--- config.mk ---
export PLATFORM = sky130hd
export DESIGN_NAME = rcfg_regs
export DESIGN_NICKNAME = d
export VERILOG_FILES = /design/src/rtl/rcfg_pkg.sv /design/src/rtl/rcfg_irq.sv /design/src/rtl/rcfg_regs.sv
export SDC_FILE = /design/constraint.sdc
export NUM_CORES = 1
export LEC_CHECK = 0
export ABC_AREA = 1
export BUFFER_PORTS_ARGS = -buffer_cell sky130_fd_sc_hd__buf_2
export CAP_MARGIN = 5
export CORE_MARGIN = 3
export CORE_UTILIZATION = 35
export CTS_BUF_LIST = sky130_fd_sc_hd__clkbuf_16
export CTS_CLUSTER_SIZE = 16
export DETAILED_ROUTE_END_ITERATION = 7
export SYNTH_ARGS = -nofsm -noshare
export SYNTH_HDL_FRONTEND = slang
export SYNTH_SLANG_ARGS = --single-unit
--- constraint.sdc ---
create_clock -name clk_sys -period 1 [get_ports clk_sys]
set_input_delay 0.2 -clock clk_sys [delete_from_list [all_inputs] [get_ports clk_sys]]
set_output_delay 0.2 -clock clk_sys [all_outputs]
set_load 0.01 [all_outputs]
--- src/rtl/rcfg_pkg.sv ---
// package of register offsets, fields and reset values for the config bank
package rcfg_pkg;
  // register addresses on the transceiver register port
  localparam logic [4:0] ADDR_CONFIG   = 5'h00;
  localparam logic [4:0] ADDR_AUTO_ACK = 5'h01;
  localparam logic [4:0] ADDR_RX_PIPES = 5'h02;
  localparam logic [4:0] ADDR_TEST_LO  = 5'h18;
  localparam logic [4:0] ADDR_TEST_HI  = 5'h1b;
  // configuration field positions
  localparam int BIT_MASK_RX  = 6;
  localparam int BIT_MASK_TX  = 5;
  localparam int BIT_MASK_RT  = 4;
  localparam int BIT_CRC_EN   = 3;
  localparam int BIT_CRC_LEN  = 2;
  localparam int BIT_POWER_UP_CONTROL   = 1;
  localparam int BIT_PRIMARY_RECEIVER_SELECT  = 0;
  localparam int NUM_PIPES    = 6;
  // writable masks; cleared bits are reserved and read as zero
  localparam logic [7:0] CONFIG_WMASK = 8'h7f;
  localparam logic [7:0] PIPE_WMASK   = 8'h3f;
  // reset values
  localparam logic [7:0] CONFIG_RST   = 8'h08;
  localparam logic [7:0] AUTO_ACK_RST = 8'h3f;
  localparam logic [7:0] RX_PIPES_RST = 8'h03;
endpackage

--- src/rtl/rcfg_irq.sv ---
// interrupt combiner: sticky flags gated by mask bits onto the active-low line
`timescale 1ns/10ps
`default_nettype none
module rcfg_irq (
  input  wire logic       clk_sys,
  input  wire logic       nrst,
  input  wire logic [2:0] flags,      // rx ready, tx sent, retry limit
  input  wire logic [2:0] masks,      // same order; 1 keeps flag off line
  output logic            irq_n_reg   // registered active-low interrupt
);
  typedef struct packed {
    logic irq_n;
  } rcfg_irq_st_t;
  rcfg_irq_st_t st_reg;
  rcfg_irq_st_t st_next;

  ////////////////////////////////////////////////////////////////////////
  // line low while any unmasked flag stands
  always_comb begin
    st_next = st_reg;
    st_next.irq_n = ~|(flags & ~masks);
  end

  // state register
  always_ff @(posedge clk_sys or negedge nrst) begin
    if (!nrst) begin
      st_reg.irq_n <= 1'b1;
    end else begin
      st_reg <= st_next;
    end
  end

  assign irq_n_reg = st_reg.irq_n;

  // line is low one cycle after any unmasked flag, high otherwise
  chk_irq_follows: assert property (
    @(posedge clk_sys) disable iff (!nrst)
    1'b1 |=> irq_n_reg == ~|($past(flags) & ~$past(masks)))
    else $error("interrupt line does not follow unmasked flags");
endmodule
`default_nettype wire

--- src/rtl/rcfg_regs.sv ---
// configuration register bank of the radio core: config, auto-ack, rx pipes
`timescale 1ns/10ps
`default_nettype none
module rcfg_regs (
  input  wire logic       clk_sys,
  input  wire logic       nrst,
  input  wire logic       reg_wr,            // one-cycle write command
  input  wire logic       reg_rd,            // one-cycle read command
  input  wire logic [4:0] reg_addr,          // register address
  input  wire logic [7:0] reg_wdata,         // write data
  input  wire logic       receive_ready_flag,  // status flags, same clock
  input  wire logic       transmit_sent_flag,
  input  wire logic       retry_limit_flag,
  output logic [7:0]      reg_rdata,         // registered read data
  output logic            reg_rvalid,        // read data valid pulse
  output logic            radio_interrupt_out, // active low
  output logic            crc_enable,        // effective crc enable
  output logic            checksum_length_select,
  output logic            power_up_control,
  output logic            primary_receiver_select,
  output logic [5:0]      auto_ack_enables,
  output logic [5:0]      receive_pipe_enables,
  output logic            test_write_seen    // sticky: test range was hit
);
  typedef struct packed {
    logic [7:0] cfg;
    logic [7:0] aa;
    logic [7:0] rxp;
    logic [7:0] rdata;
    logic       rvalid;
    logic       test_hit;
    logic       crc_eff;
  } rcfg_st_t;
  rcfg_st_t st_reg;
  rcfg_st_t st_next;

  // readback with crc enable forced and reserved bits zeroed
  function automatic logic [7:0] rd_mux(input logic [4:0] a,
                                        input rcfg_st_t s);
    logic [7:0] v;
    v = 8'h00;
    unique case (a)
      rcfg_pkg::ADDR_CONFIG: begin
        v = s.cfg & rcfg_pkg::CONFIG_WMASK;
        if (|s.aa[5:0]) begin
          v[rcfg_pkg::BIT_CRC_EN] = 1'b1;
        end
      end
      rcfg_pkg::ADDR_AUTO_ACK: v = s.aa & rcfg_pkg::PIPE_WMASK;
      rcfg_pkg::ADDR_RX_PIPES: v = s.rxp & rcfg_pkg::PIPE_WMASK;
      default: v = 8'h00; // unmapped reads zero
    endcase
    return v;
  endfunction

  ////////////////////////////////////////////////////////////////////////
  // next state: writes, reads and derived outputs
  always_comb begin
    st_next = st_reg;
    st_next.rvalid = 1'b0;
    if (reg_wr) begin
      // reserved bits are dropped so they stay zero
      unique case (reg_addr)
        rcfg_pkg::ADDR_CONFIG:
          st_next.cfg = reg_wdata & rcfg_pkg::CONFIG_WMASK;
        rcfg_pkg::ADDR_AUTO_ACK:
          st_next.aa = reg_wdata & rcfg_pkg::PIPE_WMASK;
        rcfg_pkg::ADDR_RX_PIPES:
          st_next.rxp = reg_wdata & rcfg_pkg::PIPE_WMASK;
        default: begin
          // test range is not implemented here; flag the misuse
          if (reg_addr >= rcfg_pkg::ADDR_TEST_LO &&
              reg_addr <= rcfg_pkg::ADDR_TEST_HI) begin
            st_next.test_hit = 1'b1;
          end
        end
      endcase
    end
    if (reg_rd) begin
      st_next.rdata  = rd_mux(reg_addr, st_reg);
      st_next.rvalid = 1'b1;
    end
    // effective crc enable from the registers as they will stand
    st_next.crc_eff = st_next.cfg[rcfg_pkg::BIT_CRC_EN] |
                      (|st_next.aa[5:0]);
  end

  ////////////////////////////////////////////////////////////////////////
  // state register with reset values
  always_ff @(posedge clk_sys or negedge nrst) begin
    if (!nrst) begin
      st_reg.cfg      <= rcfg_pkg::CONFIG_RST;
      st_reg.aa       <= rcfg_pkg::AUTO_ACK_RST;
      st_reg.rxp      <= rcfg_pkg::RX_PIPES_RST;
      st_reg.rdata    <= 8'h00;
      st_reg.rvalid   <= 1'b0;
      st_reg.test_hit <= 1'b0;
      st_reg.crc_eff  <= 1'b1;
    end else begin
      st_reg <= st_next;
    end
  end

  ////////////////////////////////////////////////////////////////////////
  // interrupt combiner, masks from configuration
  rcfg_irq u_irq (
    .clk_sys   (clk_sys),
    .nrst      (nrst),
    .flags     ({receive_ready_flag, transmit_sent_flag, retry_limit_flag}),
    .masks     ({st_reg.cfg[rcfg_pkg::BIT_MASK_RX],
                 st_reg.cfg[rcfg_pkg::BIT_MASK_TX],
                 st_reg.cfg[rcfg_pkg::BIT_MASK_RT]}),
    .irq_n_reg (radio_interrupt_out)
  );

  // outputs straight from flops; power and role bits
  assign reg_rdata               = st_reg.rdata;
  assign reg_rvalid              = st_reg.rvalid;
  assign crc_enable              = st_reg.crc_eff;
  assign checksum_length_select  = st_reg.cfg[rcfg_pkg::BIT_CRC_LEN];
  assign power_up_control        = st_reg.cfg[rcfg_pkg::BIT_POWER_UP_CONTROL];
  assign primary_receiver_select = st_reg.cfg[rcfg_pkg::BIT_PRIMARY_RECEIVER_SELECT];
  assign auto_ack_enables        = st_reg.aa[5:0];
  assign receive_pipe_enables    = st_reg.rxp[5:0];
  assign test_write_seen         = st_reg.test_hit;

  ////////////////////////////////////////////////////////////////////////
  // checks on the register port and the derived outputs; all of them
  // wait for reset release, and the first attempt after it starts from reset values

  // bit 7 is reserved in all three registers and reads as zero
  chk_rd_top_zero: assert property (
    @(posedge clk_sys) disable iff (!nrst)
    reg_rvalid |-> !reg_rdata[7])
    else $error("reserved read bit 7 not zero");
  // pipe registers also keep bits 7:6 clear; config bit 6 is a mask
  chk_rd_resv_zero: assert property (
    @(posedge clk_sys) disable iff (!nrst)
    (reg_rd && (reg_addr == rcfg_pkg::ADDR_AUTO_ACK ||
                reg_addr == rcfg_pkg::ADDR_RX_PIPES)) |=>
    (reg_rdata[7:6] == 2'b00))
    else $error("reserved pipe read bits not zero");
  // unmapped addresses, the test range included, read as zero
  chk_rd_unmapped: assert property (
    @(posedge clk_sys) disable iff (!nrst)
    (reg_rd && reg_addr > rcfg_pkg::ADDR_RX_PIPES) |=> (reg_rdata == 8'h00))
    else $error("unmapped read not zero");
  // valid pulse exactly one cycle after each read command
  chk_rvalid_pulse: assert property (
    @(posedge clk_sys) disable iff (!nrst)
    1'b1 |=> (reg_rvalid == $past(reg_rd)))
    else $error("read valid not one cycle after read");
  // read data holds between reads
  chk_rdata_hold: assert property (
    @(posedge clk_sys) disable iff (!nrst)
    !reg_rvalid |-> $stable(reg_rdata))
    else $error("read data changed without a read");
  // crc enable acts as set while any auto-ack bit is set
  chk_crc_forced: assert property (
    @(posedge clk_sys) disable iff (!nrst)
    (|auto_ack_enables) |-> crc_enable)
    else $error("crc not forced with auto-ack");
  // crc enable bit reads as set while any auto-ack bit is set
  chk_cfg_readback: assert property (
    @(posedge clk_sys) disable iff (!nrst)
    (reg_rd && reg_addr == rcfg_pkg::ADDR_CONFIG) |=> reg_rvalid &&
    (reg_rdata[rcfg_pkg::BIT_CRC_EN] ==
     ($past(st_reg.cfg[rcfg_pkg::BIT_CRC_EN]) | (|$past(st_reg.aa[5:0])))))
    else $error("config readback crc bit wrong");
  // config write lands on power and role outputs
  chk_cfg_write: assert property (
    @(posedge clk_sys) disable iff (!nrst)
    (reg_wr && reg_addr == rcfg_pkg::ADDR_CONFIG) |=>
    (power_up_control == $past(reg_wdata[rcfg_pkg::BIT_POWER_UP_CONTROL]) &&
     primary_receiver_select == $past(reg_wdata[rcfg_pkg::BIT_PRIMARY_RECEIVER_SELECT])))
    else $error("config write not applied");
  // config write lands on the checksum length output
  chk_crc_len_write: assert property (
    @(posedge clk_sys) disable iff (!nrst)
    (reg_wr && reg_addr == rcfg_pkg::ADDR_CONFIG) |=>
    (checksum_length_select == $past(reg_wdata[rcfg_pkg::BIT_CRC_LEN])))
    else $error("crc length write not applied");
  // pipe enable writes land one cycle later
  chk_aa_write: assert property (
    @(posedge clk_sys) disable iff (!nrst)
    (reg_wr && reg_addr == rcfg_pkg::ADDR_AUTO_ACK) |=>
    (auto_ack_enables == $past(reg_wdata[5:0])))
    else $error("auto-ack write not applied");
  chk_rxp_write: assert property (
    @(posedge clk_sys) disable iff (!nrst)
    (reg_wr && reg_addr == rcfg_pkg::ADDR_RX_PIPES) |=>
    (receive_pipe_enables == $past(reg_wdata[5:0])))
    else $error("rx pipe write not applied");
  // a write into the test range is remembered until reset
  chk_test_set: assert property (
    @(posedge clk_sys) disable iff (!nrst)
    (reg_wr && reg_addr >= rcfg_pkg::ADDR_TEST_LO &&
     reg_addr <= rcfg_pkg::ADDR_TEST_HI) |=> test_write_seen)
    else $error("test range write not flagged");
  chk_test_sticky: assert property (
    @(posedge clk_sys) disable iff (!nrst)
    test_write_seen |=> test_write_seen)
    else $error("test range flag dropped");
  // each unmasked source pulls the line low one cycle later
  chk_irq_rx_mask: assert property (
    @(posedge clk_sys) disable iff (!nrst)
    (receive_ready_flag && !st_reg.cfg[rcfg_pkg::BIT_MASK_RX]) |=>
    !radio_interrupt_out)
    else $error("unmasked rx ready did not pull line low");
  chk_irq_tx_mask: assert property (
    @(posedge clk_sys) disable iff (!nrst)
    (transmit_sent_flag && !st_reg.cfg[rcfg_pkg::BIT_MASK_TX]) |=>
    !radio_interrupt_out)
    else $error("unmasked tx sent did not pull line low");
  chk_irq_rt_mask: assert property (
    @(posedge clk_sys) disable iff (!nrst)
    (retry_limit_flag && !st_reg.cfg[rcfg_pkg::BIT_MASK_RT]) |=>
    !radio_interrupt_out)
    else $error("unmasked retry limit did not pull line low");
  // with no flag standing the line is released
  chk_irq_release: assert property (
    @(posedge clk_sys) disable iff (!nrst)
    (!receive_ready_flag && !transmit_sent_flag && !retry_limit_flag)
    |=> radio_interrupt_out)
    else $error("line low without any flag");
endmodule
`default_nettype wire

==> results_dict.tcl, run 1 <==
set metrics [dict create \
    status "finished, violations left" \
    violations "setup timing" \
    final.min_clock_period_ns 1.19 \
    place_area_um2 1850 \
    critPathTopFamily "flip-flops" \
    die_h_um 72.6 \
    grt_max_degree 31 \
    hold_class "input port to flip-flop" \
    cap_viol_max_count 0 \
    syn_area_um2 1550 \
    ir_drop_v 0.000954 \
    io_pins 47 \
    place.gp.congestion 0.833 \
    worst-setup-path-type "flip-flop to output pin" \
    area_growth_pct 54.3 \
    total_power_mw 4.11 \
    die_w_um 72.6 \
    finalHoldViolCount 0 \
    detail-route-antenna-nets 0 \
    post_drt_wl_per_cell_um 13.8 \
    p_int_mw 2.97 \
    combPwrFrac 0.286 \
    fin_nets 288 \
    routed_wl_um 4400 \
    grt_usage 0.168 \
    critPathArrivalTime_ns 0.99 \
    cp_slowest_cell "dfstp_2" \
    synth_cells 195 \
    grt_overflow 0 \
    power.share.switching 0.277 \
    fillers 384 \
    design_area_um2 2400 \
    start_util 0.375 \
    clockPowerShare 0.338 \
    avgSynthCellArea_um2 7.96 \
    yosysWarningCount 0 \
    syn-num-nets 215 \
    fin_crit_sh 1.19 \
    cp_num_buf_inv 2 \
    drive_gt1_frac 0.509 \
    port_buffers 44 \
    numCtsBuffers 5 \
    finalSetupTns_ns -1.69 \
    synth_seq_area_share 0.492 \
    dieArea_um2 5270 \
    cp_slowest_stage_delay_ns 0.53 \
    drc 0 \
    cp-startpoint "auto_ack_enables[2]$_DFF_PN1_" \
    path_max_fanout 2 \
    grt_setup_unrepaired "true" \
    cts_root_buffer "clkbuf_16" \
    cts-htree-levels 2 \
    max_freq_mhz 838 \
    place_ws_ns -0.302 \
    synth_seq_cells 30 \
    whs_ns 0.0784 \
    cts_buffer_depth 2 \
    start_kind "flip-flop" \
    p_per_area_nw_per_um2 1710 \
    antenna_found_initial 0 \
    cp_common_cell "buf_6" \
    grt_pass1_wl_um 6760 \
    first_pass_iters 4 \
    dr.first_iter.drc_count 45 \
    worst_slack_ns -0.193 \
    vias_per_cell 4.75 \
    path_clk_slew_ns 0.05 \
    crit_path_end_kind "output pin" \
    setup_viol_count_final 16 \
    hold_start "transmit_sent_flag" \
    p_leak_nw 1.29 \
    crit_chain "buf_6 > buf_6" \
    rows 23 \
    grt_pass1_vias 1386 \
    vias 1516 \
    insertion_delay_ns 0.27 \
    ys_types 21 \
    p_seq_frac 0.376 \
    largest_reg_flops 7 \
    cts.sinks 30 \
    n_antenna_cell 0 \
    worstPathRequired_ns 0.80 \
    cts_tree "done" \
    fin_worst_skew_ns 0.00200 \
    hpwlAfterDp_um 2870 \
    drv_slew 0 \
    core_area_um2 4140 \
    r2r_start "auto_ack_enables[4]$_DFF_PN1_" \
    switchingPower_mw 1.14 \
]
placed cells by master (no fill, tap or decap), drive strengths merged:
cell / count
nand3: 12
a221oi: 1
conb: 1
dfstp: 11
nand4: 10
nor2: 12
buf: 92
nand2: 60
nor3: 1
o211ai: 1
inv: 24
o21ai: 13
a21oi: 1
dlygate4sd3: 1
a31o: 1
clkbuf: 5
dfrtp: 19
clkinv: 4
layer usage:
metal	vias to the layer above	share of wire	routed length (um)	track usage
met5	-	0	0	0
met4	0	0.015	65	0.0799
met3	5	0.058	257	0.0413
met2	45	0.48	2110	0.254
met1	727	0.45	1960	0.227
li1	739	-	-	-
Yosys cell counts (all sizes together):
library cell / instances / share of area
nor2: 12 / 0.035
conb: 1 / 0.0024
buf: 25 / 0.12
dfstp: 11 / 0.19
a31o: 1 / 0.0056
nand2: 60 / 0.15
nor3: 1 / 0.0032
o211ai: 1 / 0.0048
clkbuf: 2 / 0.0048
inv: 25 / 0.060
nand3: 12 / 0.039
dfrtp: 19 / 0.31
nand4: 10 / 0.040
o21ai: 13 / 0.042
a21oi: 1 / 0.0032
a221oi: 1 / 0.0056
worst register-to-register path, cell delays in order (launching register included):
cell	delay, ns
dfstp_2	0.55
buf_6	0.11
buf_12	0.10
clkinv_4	0.05
nand2_4	0.06
nand2_4	0.05
nand2_2	0.07
nor2_2	0.04
nand2_1	0.06
path summary, 6_finish.rpt:
path | endpoint | slack (ns) | cells after the start
worst min register to register | reg_rdata[0]$_DFFE_PN0P_ | 0.46 | 2
worst max-delay path | auto_ack_enables[2] | -0.19 | 2
max in group asynchronous | auto_ack_enables[1]$_DFF_PN1_ | 0.35 | 3
worst max register to register | crc_enable$_DFF_PN1_ | -0.14 | 8
worst min-delay path | u_irq.irq_n_reg$_DFF_PN1_ | 0.08 | 2
min in group asynchronous | reg_rdata[1]$_DFFE_PN0P_ | 0.41 | 3
what timing repair did:
item | 4_1_cts | 5_1_grt
hold buffers | 1 | 0
pin swaps | 3 | 22
gates resized for setup | 13 | 44
hold endpoints to repair | 19 | 0
setup buffers | 13 | 13
gates cloned | 0 | 1
endpoints found under the setup margin | 18 | 35
per-stage QoR:
stage | cells | util
2_1_floorplan | 195 | -
3_3_place_gp | 284 | 0.445
3_5_place_dp | 284 | 0.445
4_1_cts | 306 | 0.521
5_1_grt | 319 | 0.578
6_report | 319 | 0.578
cell families after synthesis:
family                 after synthesis  synth area share
AO/OA/AOI/OAI                       17            0.0612
buffers and inverters               52             0.181
other                                1           0.00242
flip-flops                          30             0.492
AND/OR/NAND/NOR                     95             0.263
power by group through the flow:
stage / clock network (mW) / logic (mW) / registers (mW)
after floorplan: 0 / 0.456 / 1.56
after global placement: 0 / 0.664 / 1.58
after detailed placement: 0 / 0.670 / 1.58
after CTS: 1.41 / 0.955 / 1.53
after global routing: 1.47 / 1.27 / 1.56
final: 1.39 / 1.18 / 1.54
final cells by class:
| cell class | count | area, um^2 | area share |
|---|---|---|---|
| inverters | 25 | 101 | 0.0423 |
| clock buffers | 5 | 125 | 0.0522 |
| multi-input cells | 113 | 592 | 0.247 |
| repair buffers | 93 | 739 | 0.309 |
| clock inverters | 3 | 11.3 | 0.00470 |
| flip-flops and latches | 30 | 764 | 0.319 |
| well taps | 50 | 62.6 | 0.0261 |
Power figures use the tool's default switching activity.
==> run 2: changes to the inputs <==
--- a/config.mk
+++ b/config.mk
@@ -13,6 +13,7 @@
 export CTS_BUF_LIST = sky130_fd_sc_hd__clkbuf_16
 export CTS_CLUSTER_SIZE = 16
 export DETAILED_ROUTE_END_ITERATION = 7
+export SETUP_SLACK_MARGIN = 0.5
 export SYNTH_ARGS = -nofsm -noshare
 export SYNTH_HDL_FRONTEND = slang
 export SYNTH_SLANG_ARGS = --single-unit
==> constraint.sdc (replaced) <==
create_clock -name clk_sys -period 1.4 [get_ports clk_sys]
set_input_delay 0.28 -clock clk_sys [delete_from_list [all_inputs] [get_ports clk_sys]]
set_output_delay 0.28 -clock clk_sys [all_outputs]
set_load 0.01 [all_outputs]
==> run 2 against run 1 <==
Effect of this change:
- the flow finishes with violations (hold timing)
- wire length fell by 1.1%
- register-to-register slack improved by 0.38 ns
- sequential share of layout area fell by 0.98 points
- non-clock buffer count rose by 1
- clock power fell by 28%
- first-iteration DRC count fell by 6.7%
==> results_dict.tcl, run 2 (synthesized netlist as in run 1, its figures left out) <==
set metrics [dict create \
    status "finished, violations left" \
    violations "hold timing" \
    hold_class "input port to asynchronous set/reset pin" \
    worstPathRequired_ns 1.12 \
    port_buffers 44 \
    io_pins 47 \
    start_util 0.375 \
    reg2reg_slack_ns 0.24 \
    cp_num_buf_inv 1 \
    critPathArrivalTime_ns 0.92 \
    drc 0 \
    grt_setup_unrepaired "true" \
    ir_drop_v 0.000571 \
    max_freq_mhz 831 \
    critPathTopFamily "flip-flops" \
    largest_reg_flops 7 \
    crit_path_end_kind "output pin" \
    cts.sinks 30 \
    vias 1481 \
    path_clk_slew_ns 0.05 \
    cp_slowest_cell "dfstp_2" \
    cap_viol_max_count 0 \
    mostFrequentLayoutCells "44 x nand2_1, 33 x buf_6, 29 x buf_4, 29 x buf_2, 20 x inv_1" \
    worst-path-stages 1 \
    hpwlAfterDp_um 2880 \
    fin_crit_sh 0.860 \
    grt_pass1_wl_um 6810 \
    finalSetupTns_ns 0 \
    post_drt_wl_per_cell_um 13.6 \
    area_growth_pct 59.2 \
    layoutNonFillerInstCount 320 \
    cts_root_buffer "clkbuf_16" \
    first_pass_iters 4 \
    cp_slowest_stage_delay_ns 0.55 \
    finalHoldViolCount 9 \
    dieArea_um2 5270 \
    grt_pass1_vias 1459 \
    fin_nets 289 \
    whs_ns -0.0800 \
    final.min_clock_period_ns 1.20 \
    setup_viol_count_final 0 \
    r2r_start "auto_ack_enables[1]$_DFF_PN1_" \
    routed_wl_um 4350 \
    grt_overflow 0 \
    p_leak_nw 1.31 \
    insertion_delay_ns 0.28 \
    dr.first_iter.drc_count 42 \
    worst-setup-path-type "flip-flop to output pin" \
    crit_chain "buf_6" \
    cts_buffer_depth 2 \
    die_w_um 72.6 \
    grt_usage 0.170 \
    rows 23 \
    cts_tree "done" \
    dp.cells 272 \
    drive_gt1_frac 0.552 \
    r2r_end "reg_rdata[3]$_DFFE_PN0P_" \
    start_kind "flip-flop" \
    cts-htree-levels 2 \
    path_max_fanout 2 \
    antenna_found_initial 0 \
    detail-route-antenna-nets 0 \
    r2r_cells 7 \
    numCtsBuffers 5 \
    core_area_um2 4140 \
    grt_max_degree 17 \
    place.gp.congestion 0.806 \
    drv_slew 0 \
    die_h_um 72.6 \
    p_per_area_nw_per_um2 1190 \
    layout_commonest_cell "nand2_1" \
    n_antenna_cell 0 \
    fin_worst_skew_ns 0.00356 \
    vias_per_cell 4.63 \
]
## run 2: per-stage QoR
step	total power, mW	area [um^2]	util	hold WS (ns)	setup slack [ns]
2_1_floorplan	1.48	1630	-	-0.0156	0.247
3_3_place_gp	1.56	1760	0.425	0.215	0.0326
3_5_place_dp	1.57	1760	0.425	0.220	0.0205
4_1_cts	2.80	2220	0.536	-0.0738	0.207
5_1_grt	3.09	2470	0.597	-0.0525	0.174
6_report	2.94	2470	0.597	-0.0800	0.196
## run 2: cell type report
cell class	count	area, um^2
clock inverters	3	12.5
well taps	50	62.6
inverters	25	98.8
repair buffers	94	790
multi-input cells	113	619
clock buffers	5	125
flip-flops and latches	30	764
fillers	373	1670
## run 2: worst max path at each step
stage	from	endpoint	slack, ns
after global routing	auto_ack_enables[1]$_DFF_PN1_	reg_rdata[3]$_DFFE_PN0P_	0.17
after floorplan	reg_addr[1]	crc_enable$_DFF_PN1_	0.25
after CTS	auto_ack_enables[4]$_DFF_PN1_	auto_ack_enables[4]	0.21
after global placement	reg_addr[2]	crc_enable$_DFF_PN1_	0.03
final	auto_ack_enables[5]$_DFF_PN1_	auto_ack_enables[5]	0.20
after detailed placement	reg_addr[2]	crc_enable$_DFF_PN1_	0.02
## run 2: per-layer routing
| layer | GRT usage | up-vias | routed length, um |
|---|---|---|---|
| met1 | 0.220 | 685 | 1860 |
| met3 | 0.0372 | 9 | 285 |
| li1 | - | 740 | - |
| met4 | 0.0799 | 0 | 89 |
| met2 | 0.271 | 47 | 2120 |
| met5 | 0 | - | 0 |
## run 2: power by group
part	internal, mW	switching (mW)
Sequential	1.03	0.0837
Clock	0.640	0.359
Combinational	0.466	0.366
## run 2: repair_timing
item                       CTS  global route
setup buffers               24            14
hold endpoints to repair     9             9
cloned                       2             0
setup endpoints to repair   50            52
gates resized for setup     34            42
pin swaps                   10            31
==> run 3: changes to the inputs <==
--- a/config.mk
+++ b/config.mk
@@ -5,7 +5,6 @@
 export SDC_FILE = /design/constraint.sdc
 export NUM_CORES = 1
 export LEC_CHECK = 0
-export ABC_AREA = 1
 export BUFFER_PORTS_ARGS = -buffer_cell sky130_fd_sc_hd__buf_2
 export CAP_MARGIN = 5
 export CORE_MARGIN = 3
==> run 3 against run 2 <==
Effect of this change:
- the flow still finishes with violations (hold timing)
- wire length down 6.5%
- clock power down 3.0%
- first-iteration DRC count up 40%
- critical endpoint is now reg_rdata[3]$_DFFE_PN0P_
- setup slack worse by 0.11 ns
- largest power group unchanged
- non-clock buffer count down 15
- final area down 7.5%
- sequential power up 5%
- sequential share of layout area up 2.5 points
- via count down 18%
==> results_dict.tcl, run 3 <==
set metrics [dict create \
    numCtsBuffers 5 \
    fin_crit_sh 0.941 \
    synthTopCellsByCount "23 x mux2_2, 21 x buf_4, 19 x dfrtp_1" \
    finalHoldViolCount 10 \
    drv_slew 0 \
    critPathTopFamily "simple AND/OR/NAND/NOR gates" \
    fin_worst_skew_ns 0.00261 \
    cts.sinks 30 \
    crit_path_end_kind "flip-flop" \
    cts_buffer_depth 2 \
    synth_seq_area_share 0.500 \
    worst-path-stages 3 \
    post_drt_wl_per_cell_um 16.7 \
    p_seq_frac 0.388 \
    cp_slowest_cell "or4_4" \
    grt_max_degree 17 \
    core_area_um2 4120 \
    vias 1210 \
    drc 0 \
    yosys-top-cells-area "dfrtp_1 31%, dfstp_2 19%, mux2_2 17%" \
    fillers 343 \
    insertion_delay_ns 0.27 \
    async_reset_ff_frac 1.00 \
    routed_wl_um 4070 \
    rows 23 \
    path_max_fanout 2 \
    cts_tree "done" \
    status "finished, violations left" \
    whs_ns -0.0746 \
    power.share.switching 0.261 \
    max_freq_mhz 759 \
    critPathArrivalTime_ns 1.46 \
    drive_gt1_frac 0.694 \
    worst-setup-path-type "flip-flop to flip-flop" \
    grt_setup_unrepaired "true" \
    multi_input_area_um2 666 \
    netlist.area_leader.share 0.311 \
    antenna_found_initial 0 \
    yosysWarningCount 0 \
    final_util 0.555 \
    hpwlAfterDp_um 2710 \
    mostFrequentLayoutCells "29 x buf_2, 24 x buf_6, 23 x buf_4, 19 x dfrtp_1, 12 x mux2_4" \
    wl_met1_um 1580 \
    cap_viol_max_count 0 \
    io_pins 47 \
    synth_top_flop_cell "dfrtp_1" \
    yosys.cell_count.top_type "mux2_2" \
    top_layer "met4" \
    dieArea_um2 5190 \
    synth_cells 132 \
    clockPowerShare 0.326 \
    vias_per_cell 4.98 \
    grt_usage 0.167 \
    start_util 0.371 \
    syn_area_um2 1530 \
    cp_num_buf_inv 0 \
    violations "hold timing" \
    die_h_um 72.1 \
    crit_chain "or4_4 > nor3_4 > o221ai_1" \
    place.gp.congestion 0.795 \
    r2r_cells 3 \
    layout_commonest_cell "buf_2" \
    detail-route-antenna-nets 0 \
    die_w_um 72.1 \
    p_int_mw 2.20 \
    cp_slowest_stage_delay_ns 0.57 \
    worstPathRequired_ns 1.54 \
    area_growth_pct 49.6 \
    switchingPower_mw 0.776 \
    port_buffers 44 \
    syn-num-nets 152 \
    met2_length_um 2200 \
    first_pass_iters 4 \
    place_ws_ns -0.0930 \
    cts_root_buffer "clkbuf_16" \
    final.min_clock_period_ns 1.32 \
    p_per_area_nw_per_um2 1300 \
    setup_viol_count_final 0 \
    p_leak_nw 1.09 \
    largest_reg_flops 7 \
    synth_seq_cells 30 \
    fin_nets 213 \
    ys_types 33 \
    synth-edff-count 0 \
    yosys.area.top_type "dfrtp_1" \
    ir_drop_v 0.000486 \
    avgSynthCellArea_um2 11.6 \
    combPwrFrac 0.286 \
    grt_overflow 0 \
    ff_latch_area_um2 764 \
    n_antenna_cell 0 \
    wl_met3_um 189 \
    grt_pass1_wl_um 6500 \
    grt_pass1_vias 1306 \
    path_clk_slew_ns 0.05 \
    dr.first_iter.drc_count 59 \
    hold_class "input port to asynchronous set/reset pin" \
    start_kind "flip-flop" \
    cts-htree-levels 2 \
    worst_slack_ns 0.0823 \
]
## run 3: cell count changes after synthesis, moves of 4 or more
cell     delta
o21ai_0    -11
nand3_1     -5
mux2_2     +23
nand4_1     -9
nand2_1    -53
inv_1      -18
nor2_1      -4
a31oi_1     +5
## run 3: what timing repair did
action / 4_1_cts / 5_1_grt
endpoints found under the setup margin: 53 / 54
pin swaps: 12 / 9
buffers inserted: 19 / 2
resized for setup: 40 / 10
cloned: 1 / 0
endpoints found under the hold margin: 10 / 10
## run 3: worst paths after layout
kind	from	end	slack, ns
max	auto_ack_enables[1]$_DFF_PN1_	reg_rdata[3]$_DFFE_PN0P_	0.08
min	nrst	test_write_seen$_DFFE_PN0P_	-0.07
min in group clk_sys	receive_ready_flag	u_irq.irq_n_reg$_DFF_PN1_	0.15
min reg2reg	st_reg[33]$_DFFE_PN0P_	u_irq.irq_n_reg$_DFF_PN1_	0.53
max in group asynchronous	nrst	auto_ack_enables[5]$_DFF_PN1_	0.98
max reg2reg	auto_ack_enables[1]$_DFF_PN1_	reg_rdata[3]$_DFFE_PN0P_	0.08
## run 3: power groups by stage
stage                     Sequential, mW  Clock (mW)  Combinational, mW
after detailed placement            1.16           0              0.545
after CTS                           1.15       0.985              0.806
final                               1.16       0.969              0.850
after global placement              1.15           0              0.535
after floorplan                     1.15           0              0.411
after global routing                1.17        1.03              0.904
## run 3: final cells by class
class | count | area share
inverter | 6 | 0.00985
tap | 50 | 0.0274
sequential | 30 | 0.334
clock buffer | 5 | 0.0547
clock inverter | 2 | 0.00328
multi-input combinational | 71 | 0.291
timing repair buffer | 79 | 0.279
## run 3: routing by layer
metal | vias up | GRT usage
li1 | 563 | -
met1 | 604 | 0.180
met2 | 33 | 0.297
met3 | 10 | 0.0499
met4 | 0 | 0.0752
met5 | - | 0
## run 3: cell families after synthesis
family                 synth area share
other                           0.00245
multiplexers                      0.170
AND/OR/NAND/NOR                   0.138
flip-flops                        0.500
buffers and inverters             0.130
AO/OA/AOI/OAI                    0.0590
## run 3: worst register-to-register path: cells and delay by family (launching register included)
family / cells / cell delay, ns
AO/OA/AOI/OAI: 1 / 0.13
AND/OR/NAND/NOR: 2 / 0.70
flip-flops: 1 / 0.36
## run 3: metrics by stage
| step | TNS [ns] | total power [mW] | area (um^2) | hold slack (ns) | std cells |
|---|---|---|---|---|---|
| after global routing | 0 | 3.10 | 2290 | -0.0527 | 243 |
| after detailed placement | -0.680 | 1.70 | 1770 | 0.222 | 214 |
| final | 0 | 2.97 | 2290 | -0.0746 | 243 |
| after CTS | 0 | 2.94 | 2230 | -0.0661 | 241 |
| after floorplan | 0 | 1.56 | 1600 | -0.0156 | 132 |
| after global placement | -0.830 | 1.69 | 1770 | 0.213 | 214 |
